## config.mk

```make
export PLATFORM = sky130hd
export DESIGN_NAME = apss_sequencer
export DESIGN_NICKNAME = d
export VERILOG_FILES = /design/src/pkg/apss_pkg.sv /design/src/rtl/apss_sequencer.sv /design/src/rtl/apss_sync.sv
export SDC_FILE = /design/constraint.sdc
export NUM_CORES = 1
export LEC_CHECK = 0
export ABC_AREA = 1
export BUFFER_PORTS_ARGS = -buffer_cell sky130_fd_sc_hd__buf_2
export CAP_MARGIN = 5
export CORE_ASPECT_RATIO = 1.75
export CORE_MARGIN = 8
export CORE_UTILIZATION = 41
export CTS_BUF_LIST = sky130_fd_sc_hd__clkbuf_16
export DETAILED_ROUTE_END_ITERATION = 6
export SYNTH_ARGS = -nofsm -noshare
export SYNTH_HDL_FRONTEND = slang
export SYNTH_HIERARCHICAL = 1
export SYNTH_SLANG_ARGS = --single-unit
```

## constraint.sdc

```tcl
create_clock -name core_clk -period 2.5 [get_ports core_clk]
set_clock_uncertainty 0.15 [all_clocks]
set_input_delay 0.375 -clock core_clk [delete_from_list [all_inputs] [get_ports core_clk]]
set_output_delay 0.375 -clock core_clk [all_outputs]
set_load 0.03 [all_outputs]
```

## src/pkg/apss_pkg.sv

```systemverilog
// Shared constants and carriers for the power-state sequencer.
// Assumes a single 250 MHz standby clock; long press times are counted in milliseconds by a tick.
package apss_pkg;

	// System states; the processor-stopped state is deliberately absent.
	typedef enum logic [1:0] {
		APSS_S0,
		APSS_S3,
		APSS_S4,
		APSS_S5
	} apss_state_t;

	// Wake sources after synchronising, one bit each.
	typedef struct packed {
		logic pwr_sw;
		logic rtc_alarm;
		logic lan_wake;
		logic pcie_wake;
		logic usb_act;
		logic serial_act;
	} apss_wake_t;

	// Power controls driven toward the supply and the board.
	typedef struct packed {
		logic main_rails_on;
		logic fan_en;
		logic usb_pwr_en;
		logic dev_pwr_en;
		logic power_led;
	} apss_pwr_t;

	// Operating-system requests, one-cycle pulses from logic on the same clock.
	typedef struct packed {
		logic sleep_s3;
		logic sleep_s4;
		logic soft_off;
	} apss_os_req_t;

	localparam int unsigned APSS_CLK_HZ       = 250_000_000;
	localparam int unsigned APSS_MS_PER_S     = 1000;
	localparam int unsigned APSS_SHORT_S      = 4;
	localparam int unsigned APSS_LONG_S       = 6;
	localparam int unsigned APSS_SHORT_MS     = APSS_SHORT_S * APSS_MS_PER_S;
	localparam int unsigned APSS_LONG_MS      = APSS_LONG_S * APSS_MS_PER_S;
	localparam int unsigned APSS_TICK_CYCLES  = APSS_CLK_HZ / APSS_MS_PER_S;
	localparam int unsigned APSS_PRESS_W      = 13;

endpackage : apss_pkg

```

## src/rtl/apss_sequencer.sv

```systemverilog
// Power-state sequencer: switch timing, wake acceptance, power gating and AC-loss restore.
// Assumes core_clk runs from standby power and rst is raised on standby power-up.
//
// Behaviour
// - A press shorter than four seconds moves soft-off or sleep to working, and working to sleep when sw_sleep_cfg is set.
// - A press held past six seconds in working or sleep forces soft-off.
// - Only suspend-to-RAM, suspend-to-disk and soft-off are entered, never a processor-stopped state.
// - In suspend-to-RAM, suspend-to-disk and soft-off device power is off apart from wake logic.
// - The switch, the alarm and the network wake each wake from all three low states.
// - The add-in card wake line wakes from all three low states.
// - USB activity wakes only from suspend-to-RAM, and USB is unpowered in the deeper states.
// - USB power is off in suspend-to-disk and soft-off.
// - Serial activity wakes only from suspend-to-RAM.
// - A detected network wake frame raises a wake request that powers the system up.
// - Fans run in the working state.
// - Fans stop in every low state.
// - A soft-off command turns every main rail off while standby stays.
// - After AC returns, the prior on or off state is restored subject to a last-state setting.
// - In suspend-to-RAM the supply is off, the power indicator follows a setting, and any wake returns to work.
`timescale 1ns/1ps
module apss_sequencer
	import apss_pkg::*;
#(
	parameter int unsigned TICK_CYCLES = APSS_TICK_CYCLES,
	parameter int unsigned SHORT_MS    = APSS_SHORT_MS,
	parameter int unsigned LONG_MS     = APSS_LONG_MS
) (
	input  wire logic         core_clk,
	input  wire logic         rst,
	input  wire logic         pwr_sw_n,
	input  wire logic         rtc_alarm,
	input  wire logic         lan_wake_frame,
	input  wire logic         pcie_wake_n,
	input  wire logic         usb_activity,
	input  wire logic         serial_activity,
	input  wire apss_os_req_t os_req,
	input  wire logic         sw_sleep_cfg,
	input  wire logic [1:0]   last_state_cfg,
	input  wire logic         prior_on,
	input  wire logic         sleep_led_behavior,
	input  wire logic         led_blink,
	output apss_pwr_t         pwr,
	output apss_state_t       sys_state,
	output logic              lan_wake_req
);
	// Last-state setting codes: stay off, turn on, or restore what was held.
	localparam logic [1:0] LAST_OFF     = 2'h0;
	localparam logic [1:0] LAST_ON      = 2'h1;
	localparam logic [1:0] LAST_RESTORE = 2'h2;

	// Refuse timings that the press counter cannot hold or that leave no gap between the thresholds.
	if (SHORT_MS == 0 || LONG_MS <= SHORT_MS || LONG_MS >= (1 << APSS_PRESS_W)
	    || TICK_CYCLES < 2) begin : g_bad_timing
		$error("apss_sequencer: bad press timing parameters");
	end

	typedef struct packed {
		apss_state_t          state;
		logic [31:0]          tick_cnt;
		logic [APSS_PRESS_W-1:0] press_ms;
		logic                 pressed;
		logic                 long_done;
		logic                 boot_done;
		apss_pwr_t            pwr;
		logic                 lan_req;
	} apss_st_t;

	apss_st_t   st_q;
	apss_st_t   st_d;
	apss_wake_t wk;
	logic [5:0] raw_sync;
	logic       tick;
	logic       release_ev;
	logic       short_press;
	logic       long_hit;
	logic       any_wake;

	// Every pin-side source crosses two flops before the state logic reads it.
	apss_sync #(.WIDTH(6)) u_sync (
		.core_clk (core_clk),
		.rst      (rst),
		.async_in ({~pwr_sw_n, rtc_alarm, lan_wake_frame, ~pcie_wake_n, usb_activity, serial_activity}),
		.sync_out (raw_sync)
	);
	assign wk = apss_wake_t'(raw_sync);

	// Millisecond enable from the standby clock divider.
	assign tick        = (st_q.tick_cnt == 32'(TICK_CYCLES - 1));
	assign release_ev  = st_q.pressed && !wk.pwr_sw;
	assign short_press = release_ev && !st_q.long_done && (st_q.press_ms < APSS_PRESS_W'(SHORT_MS));
	assign long_hit    = st_q.pressed && wk.pwr_sw && !st_q.long_done && tick
	                     && (st_q.press_ms == APSS_PRESS_W'(LONG_MS - 1));

	// Wake acceptance per low state; the switch wakes through its short press instead of its level.
	always_comb begin
		any_wake = 1'b0;
		case (st_q.state)
			APSS_S3: any_wake = wk.rtc_alarm || st_q.lan_req || wk.pcie_wake
			                    || wk.usb_act || wk.serial_act;
			APSS_S4,
			APSS_S5: any_wake = wk.rtc_alarm || st_q.lan_req || wk.pcie_wake;
			default: any_wake = 1'b0;
		endcase
	end

	always_comb begin
		st_d = st_q;
		// Divider runs continuously; a press started mid-period costs at most one millisecond.
		st_d.tick_cnt = tick ? 32'h0 : st_q.tick_cnt + 32'h1;
		// Network wake request stands while a frame is flagged and the system is low.
		st_d.lan_req = wk.lan_wake && (st_q.state != APSS_S0);
		// Press timing saturates so a very long hold never wraps back into a short press.
		if (wk.pwr_sw && !st_q.pressed) begin
			st_d.pressed  = 1'b1;
			st_d.press_ms = '0;
		end else if (release_ev) begin
			st_d.pressed   = 1'b0;
			st_d.long_done = 1'b0;
		end else if (st_q.pressed && tick && st_q.press_ms != APSS_PRESS_W'(LONG_MS)) begin
			st_d.press_ms = st_q.press_ms + APSS_PRESS_W'(1);
		end
		if (long_hit) begin
			st_d.long_done = 1'b1;
		end

		if (!st_q.boot_done) begin
			// First cycle after standby power-up decides the AC-loss restore.
			st_d.boot_done = 1'b1;
			case (last_state_cfg)
				LAST_OFF:     st_d.state = APSS_S5;
				LAST_ON:      st_d.state = APSS_S0;
				LAST_RESTORE: st_d.state = prior_on ? APSS_S0 : APSS_S5;
				default:      st_d.state = APSS_S5;
			endcase
		end else if (long_hit && st_q.state != APSS_S5) begin
			st_d.state = APSS_S5;
		end else begin
			case (st_q.state)
				APSS_S0: begin
					if (os_req.soft_off) begin
						st_d.state = APSS_S5;
					end else if (os_req.sleep_s4) begin
						st_d.state = APSS_S4;
					end else if (os_req.sleep_s3 || (short_press && sw_sleep_cfg)) begin
						st_d.state = APSS_S3;
					end
				end
				APSS_S3,
				APSS_S4,
				APSS_S5: begin
					if (short_press || any_wake) begin
						st_d.state = APSS_S0;
					end
				end
				default: st_d.state = APSS_S5;
			endcase
		end

		// Outputs follow the state being entered, so they are flop outputs.
		st_d.pwr.main_rails_on = (st_d.state == APSS_S0);
		st_d.pwr.dev_pwr_en    = (st_d.state == APSS_S0);
		st_d.pwr.fan_en        = (st_d.state == APSS_S0);
		st_d.pwr.usb_pwr_en    = (st_d.state == APSS_S0) || (st_d.state == APSS_S3);
		case (st_d.state)
			APSS_S0: st_d.pwr.power_led = 1'b1;
			APSS_S3: st_d.pwr.power_led = sleep_led_behavior & led_blink;
			default: st_d.pwr.power_led = 1'b0;
		endcase
	end

	always_ff @(posedge core_clk or posedge rst) begin
		if (rst) begin
			st_q       <= '0;
			st_q.state <= APSS_S5;
		end else begin
			st_q <= st_d;
		end
	end

	assign pwr          = st_q.pwr;
	assign sys_state    = st_q.state;
	assign lan_wake_req = st_q.lan_req;
endmodule : apss_sequencer

```

## src/rtl/apss_sync.sv

```systemverilog
// Two-flip-flop synchroniser for a vector of asynchronous levels.
// Assumes the inputs are slow levels; pulses shorter than one clock may be missed.
`timescale 1ns/1ps
module apss_sync #(
	parameter int unsigned WIDTH = 1
) (
	input  wire logic             core_clk,
	input  wire logic             rst,
	input  wire logic [WIDTH-1:0] async_in,
	output logic      [WIDTH-1:0] sync_out
);
	typedef struct packed {
		logic [WIDTH-1:0] meta;
		logic [WIDTH-1:0] stable;
	} apss_sync_st_t;

	apss_sync_st_t st_q;
	apss_sync_st_t st_d;

	// Only the second stage is visible outside.
	always_comb begin
		st_d.meta   = async_in;
		st_d.stable = st_q.meta;
	end

	always_ff @(posedge core_clk or posedge rst) begin
		if (rst) begin
			st_q <= '0;
		end else begin
			st_q <= st_d;
		end
	end

	assign sync_out = st_q.stable;
endmodule : apss_sync

```

==> flow_summary_export.csv <==
group,metric,value,unit
floorplanning,core_area,8610,µm²
floorplanning,die_w,86.7,µm
pwr,vdd_drop_max,0.478,mV
global_routing,grt_usage,15.5,%
route,drtIter0Drc,120,
global_routing,first_global_vias,3219,
sta,hold_viol,0,
finish,nets,499,
worst_hold_path,hp-class,"input port to flip-flop",
yosys,post_synth.cell_area_avg,8.12,µm²
sta,tightest_slew,0.582,ns
sta,rsz0062_at_grt,"false",
setup_path,worst-setup-path-type,"flip-flop to flip-flop",
clock_tree,cts_num_sinks,66,
global_routing,grt_overflow,0,
setup_path,crit_slowest_cell,"dfrtp_1",
yosys,ys_seq_area_share,46.1,%
setup_path,timing.critical_path.mode_cell,"inv_1",
global_routing,grt_pass1_wl,14700,µm
finish,final_cell_count_no_fill,597,
yosys,syn-instance-count,442,
run,maxCapViolCount,0,
global_routing,grt_max_degree,30,
global_routing,antenna_found_initial,0,
sta,period_needed,2.11,ns
finish,n_fill_cell,854,
floorplanning,die_h,140,µm
yosys,yosysMostFrequentCell,"nand2_1",
sta,setup_viol,0,
yosys,synth_edf_count,0,
setup_path,slowest_delay,0.40,ns
route,wl_per_cell,14.4,µm
yosys,yosysWarningCount,6,
floorplanning,dieArea,12100,µm²
yosys,ys_seq_elements,66,
place,place.gp.congestion,0.978,
floorplanning,start_util,41.7,%
finish,stdcell_area,4170,µm²
run_status,status,"finished clean",
clock_tree,tritoncts,"done",
route,wirelength,8570,µm
pwr,power_leakage,0.00213,µW
finish,drive_gt1_share,12.9,%
sta,max-slew-margin-rel,61.2,%
clock_tree,h-tree-depth,3,
setup_path,end_kind,"flip-flop",
place,post-place-ws,0.424,ns
route,drc,0,
setup_path,r2r_start,"st_q[22]$_DFF_PP0_",
sta,final_max_slew_viol_count,0,
clock_tree,worstSkewPairLatency,0.33,ns
yosys,yosysTopAreaCellShare,44.6,%
clock_tree,cts_buffers,9,
setup_path,setup.worst_path.start,"st_q[22]$_DFF_PP0_",
yosys,synthTopCellsByCount,"nand2_1 (92), inv_1 (66), dfrtp_1 (64)",
floorplanning,io_pins,25,
clock_tree,cts.repair.resized,0,
route,vias,2984,
finish,diodes,0,
yosys,synthTopCellsByArea,"dfrtp_1 (45%), nand2_1 (9.6%), inv_1 (6.9%)",
place,placed_cell_area,3800,µm²
yosys,syn_area,3590,µm²
pwr,power.total,2850,µW
yosys,synthDistinctLibCells,38,
floorplanning,rows,45,
setup_path,worst-path-buf-inv,2,
worst_hold_path,min_from,"pwr_sw_n",
route,ant_nets,0,
finish,multiInputGateArea,1580,µm²
route,viasPerCell,5.00,
setup_path,crit_required,2.57,ns
finish,register_area,1650,µm²
clock_tree,root_buffer,"clkbuf_16",
yosys,synth_flop_cell,"dfrtp_1",
setup_path,cp_top_family,"simple AND/OR/NAND/NOR gates",
setup_path,crit_fanout,5,
finish,area_growth,16.3,%
pwr,power_density,683,nW/µm²
setup_path,startpoint_type,"flip-flop",
sta,clock.fmax,473,MHz
place,dpl.cell_count,576,
yosys,yosysTopAreaCell,"dfrtp_1",
route,first_pass_iters,4,
setup_path,path_cells,"ha_1, nand3_4, inv_1, nand2_2, nor3_4, nand3_2, nor2_2, nand3_1, o21ai_1, inv_1",
place,portBuffers,24,
yosys,async_reset_ff_share,100,%
setup_path,cp.arrival,2.19,ns
sta,fin_ws,0.386,ns
sta,fin_setup_tns,0,ns
sta,post-route-period-util,84.6,%
place,hpwl,6490,µm
clock_tree,clkTransAtPathRegs,0.06,ns
clock_tree,clockBufferDepth,2,
yosys,syn-num-nets,466,
## cell families after synthesis
kind of cell,after synthesis,synth area share (%)
and+or+nand+nor,231,29.7
buffers and inverters,80,9.80
DFF,66,46.1
xor gates and xnor gates,30,7.32
AOI/OAI and AO/OA,27,4.53
adders and majority gates,7,2.44
other,1,0.105
## layer usage
layer | GRT usage (%) | wire length (µm) | up-vias
li1 | - | - | 1458
met5 | 0 | 0 | -
met4 | 9.77 | 365 | 0
met2 | 29.0 | 4770 | 64
met3 | 3.01 | 255 | 32
met1 | 14.7 | 3180 | 1430
## timing repair
action,4_1_cts,5_1_grt
setup buffers,0,0
endpoints found under the hold margin,39,0
setup endpoints to repair,0,0
hold buffers,5,0
## final timing paths
check / slack [ns] / cells after the start / endpoint
max in group asynchronous: 1.13 / 4 / st_q[40]$_DFF_PP0_
hold reg to reg: 0.20 / 0 / u_sync/sync_out[1]$_DFF_PP0_
setup reg to reg: 0.39 / 10 / st_q[40]$_DFF_PP0_
setup / recovery: 0.39 / 10 / st_q[40]$_DFF_PP0_
min in group asynchronous: 0.44 / 3 / u_sync/st_d[1]$_DFF_PP0_
hold / removal: 0.03 / 2 / u_sync/st_d[5]$_DFF_PP0_
## per-stage QoR
step | hold slack, ns | util [%]
6_report | 0.0271 | 48.5
3_5_place_dp | 0.186 | 44.2
5_1_grt | 0.0209 | 48.5
4_1_cts | 0.0201 | 48.5
3_3_place_gp | 0.185 | 44.2
2_1_floorplan | 0.0897 | -
## placed cells by master, fill, tap and decap left out, types with 2 or more instances in the layout
cell type / count
dfrtp_1: 64
nand2_4: 2
o21ai_1: 2
bufinv_16: 2
xnor2_1: 6
dlygate4sd3_1: 5
nand2_2: 4
o21ai_0: 12
nor2_1: 58
clkinv_4: 2
clkbuf_16: 9
inv_1: 65
nand4_1: 11
buf_4: 3
ha_1: 7
dfstp_2: 2
nor3_1: 20
xor2_1: 24
inv_2: 4
a21oi_1: 6
nand2_1: 92
nand3_1: 27
nor4_1: 9
buf_2: 24
## registers in the layout, summed over array words and instances (netlist names)
signal	flops
u_sync/sync_out	6
lan_wake_req	1
pwr	3
sys_state	2
st_q	48
u_sync/st_d	6
## power breakdown
part / internal [µW] / total, µW / switching, µW
logic: 111 / 340 / 229
clock network: 870 / 1350 / 480
registers: 1120 / 1160 / 36.8
## area by class of cell
class                      count  area share, %
clock inverter                 7           2.25
tap                          117           3.51
inverter                      69           6.21
timing repair buffer          33           5.10
multi-input combinational    296           37.9
sequential                    66           39.6
clock buffer                   9           5.40
## worst reg2reg max path, cell delays in order, from the launching register on
cell     delay [ns]
dfrtp_1        0.40
ha_1           0.25
nand3_4        0.12
inv_1          0.13
nand2_2        0.10
nor3_4         0.21
nand3_2        0.16
nor2_2         0.19
nand3_1        0.12
o21ai_1        0.14
inv_1          0.05
No activity file was read; power rests on OpenSTA's default activity.
